### src/logic/fgp_params.svh
// register offsets, reset values and timing counts of the flag and gpio ports
`ifndef FGP_PARAMS_SVH
`define FGP_PARAMS_SVH
`define FGP_ADDR_W 8
`define FGP_FLAG_DATA 8'h00
`define FGP_FLAG_CLR 8'h04
`define FGP_FLAG_SET 8'h08
`define FGP_FLAG_TGL 8'h0c
`define FGP_MASK_CLR 8'h10
`define FGP_MASK_SET 8'h14
`define FGP_FLAG_DIR 8'h18
`define FGP_FLAG_EDGE 8'h1c
`define FGP_FLAG_BOTH 8'h20
`define FGP_FLAG_LATCH 8'h24
`define FGP_PC_BASE 8'h40
`define FGP_PD_BASE 8'h60
`define FGP_PE_BASE 8'h80
`define FGP_G_DATA 8'h00
`define FGP_G_CLR 8'h04
`define FGP_G_SET 8'h08
`define FGP_G_TGL 8'h0c
`define FGP_G_DIR 8'h10
`define FGP_PC_CTRL 8'ha0
`define FGP_PC_CTRL_OWN 0
`define FGP_PC_CTRL_STRAP 1
`define FGP_RST_LOW 1'b0
`define FGP_PC_ODRAIN 10'h012
`define FGP_PC_UPPER 10'h3f0
`define FGP_STRAP_WAIT 2'h2
`endif

### src/logic/fgp_pkg.sv
// types shared by the flag and gpio port logic
package fgp_pkg;
  typedef struct packed {
    logic psel;
    logic penable;
    logic pwrite;
    logic [7:0] paddr;
    logic [31:0] pwdata;
  } fgp_apb_req_t;

  typedef struct packed {
    logic pready;
    logic pslverr;
    logic [31:0] prdata;
  } fgp_apb_rsp_t;

  typedef struct packed {
    logic set;
    logic clr;
    logic tgl;
    logic dir;
    logic [15:0] wd;
  } fgp_gwr_t;
endpackage

### src/logic/fgp_gport.sv
// one polled general-purpose port: direction, write-one data and sync
`timescale 1ns/1ns
`include "fgp_params.svh"
module fgp_gport #(
  parameter int W = 10,
  parameter logic [W-1:0] OD_MASK = '0
) (
  // clock and reset
  input wire logic i_sys_clk,
  input wire logic i_nrst,
  // register writes
  input wire fgp_pkg::fgp_gwr_t i_wr,
  input wire logic [W-1:0] i_block,
  // pins
  input wire logic [W-1:0] i_pin,
  output logic [W-1:0] o_out,
  output logic [W-1:0] o_oe,
  // read side
  output logic [W-1:0] o_rdata
);
  import fgp_pkg::*;

  generate
    if (W < 1 || W > 16) begin : g_bad_w
      $error("port width must be 1 to 16");
    end
  endgenerate

  logic [W-1:0] dir_reg;
  logic [W-1:0] data_reg;
  logic [W-1:0] sync1_reg;
  logic [W-1:0] sync2_reg;
  logic [W-1:0] out_reg;
  logic [W-1:0] oe_reg;
  logic [W-1:0] wd;
  logic [W-1:0] data_next;
  logic [W-1:0] dir_next;

  assign wd = i_wr.wd[W-1:0];
  assign data_next = i_wr.set ? (data_reg | wd) :
                     i_wr.clr ? (data_reg & ~wd) :
                     i_wr.tgl ? (data_reg ^ wd) : data_reg;
  assign dir_next = i_wr.dir ? wd : dir_reg;
  assign o_rdata = (sync2_reg & ~dir_reg) | (data_reg & dir_reg);
  assign o_out = out_reg;
  assign o_oe = oe_reg;

  always_ff @(posedge i_sys_clk or negedge i_nrst) begin
    if (!i_nrst) begin
      dir_reg <= {W{`FGP_RST_LOW}};
      data_reg <= {W{`FGP_RST_LOW}};
      sync1_reg <= {W{`FGP_RST_LOW}};
      sync2_reg <= {W{`FGP_RST_LOW}};
      out_reg <= {W{`FGP_RST_LOW}};
      oe_reg <= {W{`FGP_RST_LOW}};
    end else begin
      dir_reg <= dir_next;
      data_reg <= data_next;
      sync1_reg <= i_pin;
      sync2_reg <= sync1_reg;
      out_reg <= data_next & ~OD_MASK;
      oe_reg <= dir_next & ~i_block & ~(OD_MASK & data_next);
    end
  end
endmodule

### src/logic/fgp_top.sv
// flag port with interrupts and three polled gpio ports behind apb
`timescale 1ns/1ns
`include "fgp_params.svh"
// Functional notes
// - sixteen bidirectional software-controlled flag pins
// - per-pin flag direction register
// - flag set, clear, toggle writes touch only one bits
// - set register drives written flags high
// - clear register drives written flags low
// - toggle register inverts written flags
// - direct write sets whole flag vector
// - data read returns sensed flag pins
// - mask set enables chosen flag interrupts
// - mask clear disables chosen flag interrupts
// - input activity or output change interrupts
// - per-pin level or edge sensitivity
// - edge mode picks rising or both
// - pin sharing conflicts avoided by software
// - thirty-eight gpio pins in three ports
// - gpio ports never interrupt, polled only
// - per-pin direction for each gpio port
// - gpio set, clear, toggle writes touch only one bits
// - port c bits one, four open-drain
// - gpio set, clear, toggle, direction registers
// - gpio data read returns input pins, data register for output pins
// - strap picks port c upper function
module fgp_top #(
  parameter int FLAG_W = 16,
  parameter int PC_W = 10,
  parameter int PD_W = 14,
  parameter int PE_W = 14
) (
  // clock and reset
  input wire logic i_sys_clk,
  input wire logic i_nrst,
  // apb slave
  input wire fgp_pkg::fgp_apb_req_t i_apb,
  output fgp_pkg::fgp_apb_rsp_t o_apb,
  // flag pins
  input wire logic [FLAG_W-1:0] i_flag_pin_vector,
  output logic [FLAG_W-1:0] o_flag_pin_vector_out,
  output logic [FLAG_W-1:0] o_flag_pin_vector_oe,
  output logic o_flag_irq,
  // port c, d, e pins
  input wire logic [PC_W-1:0] i_port_c_pin,
  output logic [PC_W-1:0] o_port_c_out,
  output logic [PC_W-1:0] o_port_c_oe,
  input wire logic [PD_W-1:0] i_port_d_pin,
  output logic [PD_W-1:0] o_port_d_out,
  output logic [PD_W-1:0] o_port_d_oe,
  input wire logic [PE_W-1:0] i_port_e_pin,
  output logic [PE_W-1:0] o_port_e_out,
  output logic [PE_W-1:0] o_port_e_oe,
  // port c upper group function
  input wire logic i_port_c_function_strap,
  output logic o_port_c_upper_media
);
  import fgp_pkg::*;

  generate
    if (FLAG_W < 1 || FLAG_W > 16) begin : g_bad_flag
      $error("flag width must be 1 to 16");
    end
    if (PC_W != 10) begin : g_bad_pc
      $error("port c must be 10 pins wide");
    end
    if (PC_W + PD_W + PE_W != 38) begin : g_bad_gpio
      $error("gpio ports must total 38 pins");
    end
  endgenerate

  // apb decode
  logic [7:0] addr;
  logic [15:0] wd16;
  logic setup;
  logic fire;
  logic wr;
  logic hit_fdata;
  logic hit_fclr;
  logic hit_fset;
  logic hit_ftgl;
  logic hit_mclr;
  logic hit_mset;
  logic hit_fdir;
  logic hit_fedge;
  logic hit_fboth;
  logic hit_flatch;
  logic hit_pcctrl;
  logic hit_pc;
  logic hit_pd;
  logic hit_pe;
  logic mapped;
  fgp_apb_rsp_t rsp_reg;
  fgp_apb_rsp_t rsp_next;
  logic [31:0] rdata;

  assign addr = i_apb.paddr;
  assign wd16 = i_apb.pwdata[15:0];
  // access cycle seen but answer not yet given
  assign setup = i_apb.psel & i_apb.penable & ~rsp_reg.pready;
  // a write acts only on the edge that sees pready high
  assign fire = i_apb.psel & i_apb.penable & rsp_reg.pready;
  assign wr = fire & i_apb.pwrite;

  assign hit_fdata = addr == `FGP_FLAG_DATA;
  assign hit_fclr = addr == `FGP_FLAG_CLR;
  assign hit_fset = addr == `FGP_FLAG_SET;
  assign hit_ftgl = addr == `FGP_FLAG_TGL;
  assign hit_mclr = addr == `FGP_MASK_CLR;
  assign hit_mset = addr == `FGP_MASK_SET;
  assign hit_fdir = addr == `FGP_FLAG_DIR;
  assign hit_fedge = addr == `FGP_FLAG_EDGE;
  assign hit_fboth = addr == `FGP_FLAG_BOTH;
  assign hit_flatch = addr == `FGP_FLAG_LATCH;
  assign hit_pcctrl = addr == `FGP_PC_CTRL;

  // gpio port decode
  fgp_gwr_t pc_wr;
  fgp_gwr_t pd_wr;
  fgp_gwr_t pe_wr;
  logic [7:0] pc_off;
  logic [7:0] pd_off;
  logic [7:0] pe_off;
  logic [PC_W-1:0] pc_rdata;
  logic [PD_W-1:0] pd_rdata;
  logic [PE_W-1:0] pe_rdata;
  logic [PC_W-1:0] pc_block;

  assign pc_off = addr - `FGP_PC_BASE;
  assign pd_off = addr - `FGP_PD_BASE;
  assign pe_off = addr - `FGP_PE_BASE;
  assign hit_pc = addr >= `FGP_PC_BASE && pc_off <= `FGP_G_DIR &&
                  pc_off[1:0] == 2'h0;
  assign hit_pd = addr >= `FGP_PD_BASE && pd_off <= `FGP_G_DIR &&
                  pd_off[1:0] == 2'h0;
  assign hit_pe = addr >= `FGP_PE_BASE && pe_off <= `FGP_G_DIR &&
                  pe_off[1:0] == 2'h0;
  assign mapped = hit_fdata | hit_fclr | hit_fset | hit_ftgl | hit_mclr |
                  hit_mset | hit_fdir | hit_fedge | hit_fboth | hit_flatch |
                  hit_pcctrl | hit_pc | hit_pd | hit_pe;

  assign pc_wr.set = wr & hit_pc & (pc_off == `FGP_G_SET);
  assign pc_wr.clr = wr & hit_pc & (pc_off == `FGP_G_CLR);
  assign pc_wr.tgl = wr & hit_pc & (pc_off == `FGP_G_TGL);
  assign pc_wr.dir = wr & hit_pc & (pc_off == `FGP_G_DIR);
  assign pc_wr.wd = wd16;
  assign pd_wr.set = wr & hit_pd & (pd_off == `FGP_G_SET);
  assign pd_wr.clr = wr & hit_pd & (pd_off == `FGP_G_CLR);
  assign pd_wr.tgl = wr & hit_pd & (pd_off == `FGP_G_TGL);
  assign pd_wr.dir = wr & hit_pd & (pd_off == `FGP_G_DIR);
  assign pd_wr.wd = wd16;
  assign pe_wr.set = wr & hit_pe & (pe_off == `FGP_G_SET);
  assign pe_wr.clr = wr & hit_pe & (pe_off == `FGP_G_CLR);
  assign pe_wr.tgl = wr & hit_pe & (pe_off == `FGP_G_TGL);
  assign pe_wr.dir = wr & hit_pe & (pe_off == `FGP_G_DIR);
  assign pe_wr.wd = wd16;

  // flag registers
  logic [FLAG_W-1:0] fwd;
  logic [FLAG_W-1:0] fdata_reg;
  logic [FLAG_W-1:0] fdata_next;
  logic [FLAG_W-1:0] fdir_reg;
  logic [FLAG_W-1:0] fdir_next;
  logic [FLAG_W-1:0] mask_reg;
  logic [FLAG_W-1:0] mask_next;
  logic [FLAG_W-1:0] edge_reg;
  logic [FLAG_W-1:0] both_reg;
  logic [FLAG_W-1:0] fsync1_reg;
  logic [FLAG_W-1:0] fsync2_reg;
  logic [FLAG_W-1:0] fprev_reg;
  logic [FLAG_W-1:0] latch_reg;
  logic [FLAG_W-1:0] latch_next;
  logic [FLAG_W-1:0] edge_hit;
  logic [FLAG_W-1:0] cond;
  logic irq_next;

  assign fwd = i_apb.pwdata[FLAG_W-1:0];
  assign fdata_next = (wr & hit_fset) ? (fdata_reg | fwd) :
                      (wr & hit_fclr) ? (fdata_reg & ~fwd) :
                      (wr & hit_ftgl) ? (fdata_reg ^ fwd) :
                      (wr & hit_fdata) ? fwd : fdata_reg;
  assign fdir_next = (wr & hit_fdir) ? fwd : fdir_reg;
  assign mask_next = (wr & hit_mset) ? (mask_reg | fwd) :
                     (wr & hit_mclr) ? (mask_reg & ~fwd) : mask_reg;
  assign edge_hit = (fsync2_reg & ~fprev_reg) |
                    (both_reg & ~fsync2_reg & fprev_reg);
  // clearing a flag also clears its edge latch; a new edge wins
  assign latch_next = (latch_reg & ~({FLAG_W{wr & hit_fclr}} & fwd)) |
                      (edge_hit & edge_reg);
  // level or edge condition per pin
  // output flags read back, so software changes also fire
  assign cond = (edge_reg & latch_reg) | (~edge_reg & fsync2_reg);
  assign irq_next = |(mask_reg & cond);

  // port c upper group ownership from the strap
  logic strap1_reg;
  logic strap2_reg;
  logic [1:0] strap_cnt_reg;
  logic strap_done_reg;
  logic strap_val_reg;
  logic media_reg;
  logic media_next;
  logic strap_take;

  assign strap_take = ~strap_done_reg && strap_cnt_reg == `FGP_STRAP_WAIT;
  // strap high locks gpio; low starts media, writable
  assign media_next = strap_take ? ~strap2_reg :
                      (wr & hit_pcctrl & strap_done_reg & ~strap_val_reg) ?
                      i_apb.pwdata[`FGP_PC_CTRL_OWN] : media_reg;
  // block from the next owner so drivers never lag the media flag
  assign pc_block = media_next ? `FGP_PC_UPPER : {PC_W{`FGP_RST_LOW}};

  // read data selection
  logic [31:0] g_rdata;
  logic [31:0] f_rdata;

  assign f_rdata = hit_fdata ? 32'(fsync2_reg) :
                   (hit_fclr | hit_fset | hit_ftgl) ? 32'(fdata_reg) :
                   (hit_mclr | hit_mset) ? 32'(mask_reg) :
                   hit_fdir ? 32'(fdir_reg) :
                   hit_fedge ? 32'(edge_reg) :
                   hit_fboth ? 32'(both_reg) :
                   hit_flatch ? 32'(latch_reg) : 32'h0000_0000;
  assign g_rdata = hit_pc ? 32'(pc_rdata) :
                   hit_pd ? 32'(pd_rdata) :
                   hit_pe ? 32'(pe_rdata) :
                   hit_pcctrl ? {30'h0000_0000, strap_val_reg, media_reg} :
                   32'h0000_0000;
  assign rdata = f_rdata | g_rdata;

  assign rsp_next.pready = setup;
  assign rsp_next.pslverr = setup & ~mapped;
  assign rsp_next.prdata = (setup & ~i_apb.pwrite & mapped) ? rdata :
                           32'h0000_0000;

  always_ff @(posedge i_sys_clk or negedge i_nrst) begin
    if (!i_nrst) begin
      rsp_reg <= '0;
    end else begin
      rsp_reg <= rsp_next;
    end
  end

  always_ff @(posedge i_sys_clk or negedge i_nrst) begin
    if (!i_nrst) begin
      fdata_reg <= {FLAG_W{`FGP_RST_LOW}};
      fdir_reg <= {FLAG_W{`FGP_RST_LOW}};
      mask_reg <= {FLAG_W{`FGP_RST_LOW}};
      edge_reg <= {FLAG_W{`FGP_RST_LOW}};
      both_reg <= {FLAG_W{`FGP_RST_LOW}};
      latch_reg <= {FLAG_W{`FGP_RST_LOW}};
    end else begin
      fdata_reg <= fdata_next;
      fdir_reg <= fdir_next;
      mask_reg <= mask_next;
      edge_reg <= (wr & hit_fedge) ? fwd : edge_reg;
      both_reg <= (wr & hit_fboth) ? fwd : both_reg;
      latch_reg <= latch_next;
    end
  end

  always_ff @(posedge i_sys_clk or negedge i_nrst) begin
    if (!i_nrst) begin
      fsync1_reg <= {FLAG_W{`FGP_RST_LOW}};
      fsync2_reg <= {FLAG_W{`FGP_RST_LOW}};
      fprev_reg <= {FLAG_W{`FGP_RST_LOW}};
    end else begin
      fsync1_reg <= i_flag_pin_vector;
      fsync2_reg <= fsync1_reg;
      fprev_reg <= fsync2_reg;
    end
  end

  // sharing with other ports left to software
  always_ff @(posedge i_sys_clk or negedge i_nrst) begin
    if (!i_nrst) begin
      o_flag_pin_vector_out <= {FLAG_W{`FGP_RST_LOW}};
      o_flag_pin_vector_oe <= {FLAG_W{`FGP_RST_LOW}};
      o_flag_irq <= `FGP_RST_LOW;
    end else begin
      o_flag_pin_vector_out <= fdata_next;
      o_flag_pin_vector_oe <= fdir_next;
      o_flag_irq <= irq_next;
    end
  end

  // strap caught by clocked logic after reset release
  always_ff @(posedge i_sys_clk or negedge i_nrst) begin
    if (!i_nrst) begin
      strap1_reg <= 1'b0;
      strap2_reg <= 1'b0;
      strap_cnt_reg <= 2'h0;
      strap_done_reg <= 1'b0;
      strap_val_reg <= 1'b0;
      media_reg <= 1'b0;
    end else begin
      strap1_reg <= i_port_c_function_strap;
      strap2_reg <= strap1_reg;
      if (!strap_done_reg) begin
        strap_cnt_reg <= strap_cnt_reg + 2'h1;
      end
      if (strap_take) begin
        strap_done_reg <= 1'b1;
        strap_val_reg <= strap2_reg;
      end
      media_reg <= media_next;
    end
  end

  assign o_apb = rsp_reg;
  assign o_port_c_upper_media = media_reg;

  // gpio ports have no interrupt path
  fgp_gport #(
    .W(PC_W),
    .OD_MASK(`FGP_PC_ODRAIN)
  ) u_port_c (
    .i_sys_clk(i_sys_clk),
    .i_nrst(i_nrst),
    .i_wr(pc_wr),
    .i_block(pc_block),
    .i_pin(i_port_c_pin),
    .o_out(o_port_c_out),
    .o_oe(o_port_c_oe),
    .o_rdata(pc_rdata)
  );

  fgp_gport #(
    .W(PD_W),
    .OD_MASK({PD_W{1'b0}})
  ) u_port_d (
    .i_sys_clk(i_sys_clk),
    .i_nrst(i_nrst),
    .i_wr(pd_wr),
    .i_block({PD_W{1'b0}}),
    .i_pin(i_port_d_pin),
    .o_out(o_port_d_out),
    .o_oe(o_port_d_oe),
    .o_rdata(pd_rdata)
  );

  fgp_gport #(
    .W(PE_W),
    .OD_MASK({PE_W{1'b0}})
  ) u_port_e (
    .i_sys_clk(i_sys_clk),
    .i_nrst(i_nrst),
    .i_wr(pe_wr),
    .i_block({PE_W{1'b0}}),
    .i_pin(i_port_e_pin),
    .o_out(o_port_e_out),
    .o_oe(o_port_e_oe),
    .o_rdata(pe_rdata)
  );
endmodule

### config.mk
export PLATFORM = sky130hd
export DESIGN_NAME = fgp_top
export DESIGN_NICKNAME = d
export VERILOG_FILES = /design/src/logic/fgp_pkg.sv /design/src/logic/fgp_gport.sv /design/src/logic/fgp_top.sv
export VERILOG_INCLUDE_DIRS = /design/src /design/src/logic
export SDC_FILE = /design/constraint.sdc
export NUM_CORES = 1
export LEC_CHECK = 0
export BUFFER_PORTS_ARGS = -buffer_cell sky130_fd_sc_hd__buf_2
export CAP_MARGIN = 30
export CORE_MARGIN = 3
export CORE_UTILIZATION = 55
export DETAILED_ROUTE_END_ITERATION = 10
export GPL_ROUTABILITY_DRIVEN = 0
export PLACE_DENSITY = 0.74
export SYNTH_ARGS = -nofsm -noshare
export SYNTH_HDL_FRONTEND = slang
export SYNTH_HIERARCHICAL = 1
export SYNTH_SLANG_ARGS = --single-unit
### constraint.sdc
create_clock -name i_sys_clk -period 2.4 [get_ports i_sys_clk]
set_input_delay 0.48 -clock i_sys_clk [delete_from_list [all_inputs] [get_ports i_sys_clk]]
set_output_delay 0.48 -clock i_sys_clk [all_outputs]
set_load 0.01 [all_outputs]
==> results.md <==
Status:
- The flow ran to the end, and the final reports show no timing, DRC or antenna violations.

Pwr:
- The reported net switching power is ~3.0 mW.
- The combinational fraction of design power is 5.8%.
- The internal power of the cells is roughly 11 mW.
- VDD sags by at most ~500 uV.
- The proportion of power drawn by the clock network is 48.0%.
- The share of total power dissipated in sequential elements is roughly 46%.
- The proportion of total power due to net switching is between 20% and 30%.
- Summed over all cells, the static leakage comes to 10.4 nW.
- The cell area power density is between 600 and 700 mW/mm2.

Placement:
- After detailed placement, the total cell area comes to between 0.015 and 0.02 mm2.
- The sum of net half-perimeters after detailed placement is roughly 36 mm.
- Buffers placed on the I/O ports in this run total 209.
- Timing analysis after detailed placement gives a worst setup slack of -0.281 ns.

Drt:
- For this run, design rule violations remaining after detail routing come to 0.
- The total via count after detailed routing is 13200.
- In this run the remaining antenna-violating nets after routing total 0.
- After the first detailed-routing iteration, the DRC count stood at approximately 1100.
- The mean number of vias per cell is 5.76.
- The total detailed-routing wirelength is 50.2 mm.
- The routed wirelength normalized by instance count is 21.9 um.
- The pre-antenna-repair detailed-routing pass consisted of 8 iterations.

Worst setup path:
- Walking the worst path, the cells encountered are buf_2 > ha_1 > or3b_2 > a21oi_1 > o21a_1 > and4_2 > buf_12 > mux2_2 > nor2b_1.
- For the worst setup path, the data required time is roughly 2.8 ns.
- The cell depth of the worst flop-to-flop path is 8.
- For this run, the slowest stage of the critical path takes between 0.4 and 0.5 ns.
- The capturing element type of the critical path is a register.
- The number of buffer and inverter instances along the worst setup path is 2.
- The slowest library cell on the worst path is sky130_fd_sc_hd__or3b_2.
- The number of logic stages on the critical path including buffering is 9.
- The peak fanout along the critical path is 14.
- The data arrival at the endpoint of the critical path is about 2.6 ns.
- The category of cells accounting for the largest share of critical-path delay is simple AND/OR/NAND/NOR gates.
- The category of the worst setup path launch point is a primary input.
- The startpoint-to-endpoint class of the critical path is in2reg.

STA:
- Of the available clock period, the critical path in the final layout requires 90.2%.
- Setup violations remaining at the end of the flow were counted as 0.
- The slew of the pin with the lowest slew margin is about 0.54 ns.
- The relative slew slack is between 60 and 70%.
- The number of max-slew violations in the final report was 0.
- The total count of hold-check failures in the final report is 0.
- The top achievable clock speed is around 460 MHz.
- Setup repair after global routing left no endpoint under its margin.
- Clock skew on the completed layout was measured at between 0.01 and 0.015 ns.
- Across all setup checks in the final design, the least slack found is ~0.24 ns.
- The shortest clock period the worst path allows after layout is between 2 and 2.5 ns.

Synthesis:
- Counting flops with a built-in enable in the synthesized netlist gives 0.
- The async set-or-reset flop fraction in the synthesized netlist is 100%.
- The post-synthesis average cell area is ~11 um2.
- Yosys mapped the design onto between 50 and 60 distinct sky130hd cell types.
- In the synthesized netlist, the number of instances is 1520.
- The number of warnings issued by yosys is 6.
- Sequential cells were found to cover between 50 and 60% of the synthesized design area.
- Among all flip-flop cells after synthesis, the most frequent one is sky130_fd_sc_hd__dfrtp_1.
- The register bit count reported by yosys is 360.
- The area of the mapped netlist is roughly 0.017 mm2.

GRT:
- Across every metal layer, demand over resource in global routing totals between 20 and 30%.
- The first-pass GRT wire length is 76.3 mm.
- The via count of the first global-routing pass is 13400.
- The number of antenna violations at the first check in global routing came to 0.
- After global routing the overflow that remains totals 0.
- Entering global routing, the biggest net connects 94 pins.

Cells and area:
- For this run, the post-layout net count is ~2100.
- The commonest non-fill, non-tap cell in the layout is sky130_fd_sc_hd__dfrtp_1.
- The synthesis-to-finish area growth is 22.1%.
- The top cell types in the final layout, fill and taps aside, are sky130_fd_sc_hd__dfrtp_1 (360), sky130_fd_sc_hd__buf_2 (208), sky130_fd_sc_hd__nand2_1 (189).
- The cell area after layout is 0.0213 mm2.
- The share of cells above drive strength 1 is between 30% and 40%.
- The share of the core filled with cells is ~70%.
- The register with the most flip-flops in the layout has 18 of them.

Clocking:
- The number of H-tree levels is 2.
- The buffer cell driving the clock tree root is sky130_fd_sc_hd__clkbuf_16.
- Clock-pin slew was measured on the worst setup and hold paths at roughly 0.060 ns.
- The clock buffer count from CTS is 39.
- The clock tree from TritonCTS is built.
- The tree built by TritonCTS fans out to 360 sinks.
- In this run the deepest clock path goes through 3 buffers.
- The clock latency on the worst-skew pair is 0.53 ns.

Min path:
- The worst hold path class is in2reg.
- Counting instances, the worst hold path has a depth of 1.

Die:
- The initial utilization of the core area, before any placement, comes to between 50% and 60%.
- The die outline height is around 180 um.
- The die width is 184 um.
- The core outline area is 0.0309 mm2.
- The number of I/O pins is about 240.
- The floorplan step defined a die boundary enclosing approximately 0.034 mm2.
- Row generation in the floorplan step produced 64 rows.

Run:
- Max-cap violations in this run came to 0.
metal layers:
metal	track usage, %	wire [um]	vias to the layer above
met5	0	0	-
met3	5.90	4640	121
met1	40.4	20500	6554
met2	46.7	23000	644
met4	11.4	2140	0
li1	-	-	5903
cell type report:
class | instances | area (um2)
Tap cell | 396 | 495
Multi-Input combinational cell | 997 | 7590
Inverter | 114 | 428
Sequential cell | 360 | 9010
Clock inverter | 20 | 298
Clock buffer | 50 | 1120
Timing Repair Buffer | 356 | 2300
Antenna cell | 3 | 7.51
Fill cell | 2242 | 9660
timing repair:
action | in CTS | in global routing
resized for setup | 0 | 0
setup buffers | 0 | 0
endpoints found under the setup margin | 0 | 0
endpoints found under the hold margin | 36 | 0
hold buffers | 1 | 0
worst paths after layout:
path,startpoint,to,slack [ns]
setup / recovery,i_apb[37],u_port_d/o_oe[1],0.24
hold / removal,i_port_c_pin[6],u_port_c/sync1_reg[6],0.06
setup reg to reg,o_apb[33],u_port_c/o_oe[4],0.29
hold reg to reg,fsync1_reg[13],fsync2_reg[13],0.35
max in group asynchronous,i_nrst,fsync1_reg[7],1.15
min in group asynchronous,i_nrst,u_port_c/o_oe[3],0.43
logic make-up (layout without fill, tap and decap cells):
group | after synthesis | after routing | share of synthesized area, %
flip-flops | 360 | 360 | 51.8
AND/OR/NAND/NOR | 356 | 356 | 10.5
AO/OA/AOI/OAI | 281 | 281 | 11.1
buffers and inverters | 211 | 540 | 6.09
multiplexers | 198 | 198 | 12.5
adder cells (fa/ha/maj) | 110 | 110 | 7.91
other | 2 | 53 | 0.0431
XOR/XNOR | 2 | 2 | 0.101
synthesized netlist by cell type (all sizes together), types with 6 or more instances:
cell type  instances  share of area [%]
a21oi             47                1.4
a221o             21                1.2
a221oi            18               0.91
a22o              40                2.1
a22oi              8               0.35
a31oi             14               0.50
buf               64                2.9
clkbuf            33               0.73
dfrtp            360                 52
ha               110                7.9
inv              114                2.5
mux2             152                9.8
mux2i             46                2.6
nand2            190                4.1
nand2b             6               0.22
nand3             23               0.66
nor2              44               0.95
nor2b             41                2.4
nor3              23               0.88
o21ai            100                2.9
o221ai             8               0.40
through the flow:
stage | power, mW | hold WS, ns | TNS (ns) | instances
finish | 13.6 | 0.0559 | 0 | 2296
global route | 14.0 | 0.0470 | 0 | 2293
CTS | 13.7 | 0.0414 | 0 | 2293
detailed placement | 7.14 | 0.335 | -12.25 | 2222
global placement | 7.12 | 0.331 | -7.67 | 2222
floorplan | 6.68 | 0.184 | -6.38 | 1568
worst register-to-register path, stage by stage (launching register included):
cell and delay (ns):
sky130_fd_sc_hd__dfrtp_1 0.37, sky130_fd_sc_hd__nand4_1 0.10, sky130_fd_sc_hd__buf_4 0.17, sky130_fd_sc_hd__nor3_1 0.27
sky130_fd_sc_hd__nand2_2 0.17, sky130_fd_sc_hd__nor2_2 0.19, sky130_fd_sc_hd__nor2b_1 0.08, sky130_fd_sc_hd__a2111oi_2 0.48
sky130_fd_sc_hd__o211a_1 0.23
power by group through the flow:
stage                     registers (mW)  logic [mW]  clock network (mW)
after floorplan                     6.35       0.333                   0
after global placement              6.36       0.752                   0
after detailed placement            6.37       0.775                   0
after CTS                           6.26       0.783                6.63
after global routing                6.27       0.856                6.88
final                               6.26       0.789                6.52
Power figures use the tool's default switching activity.
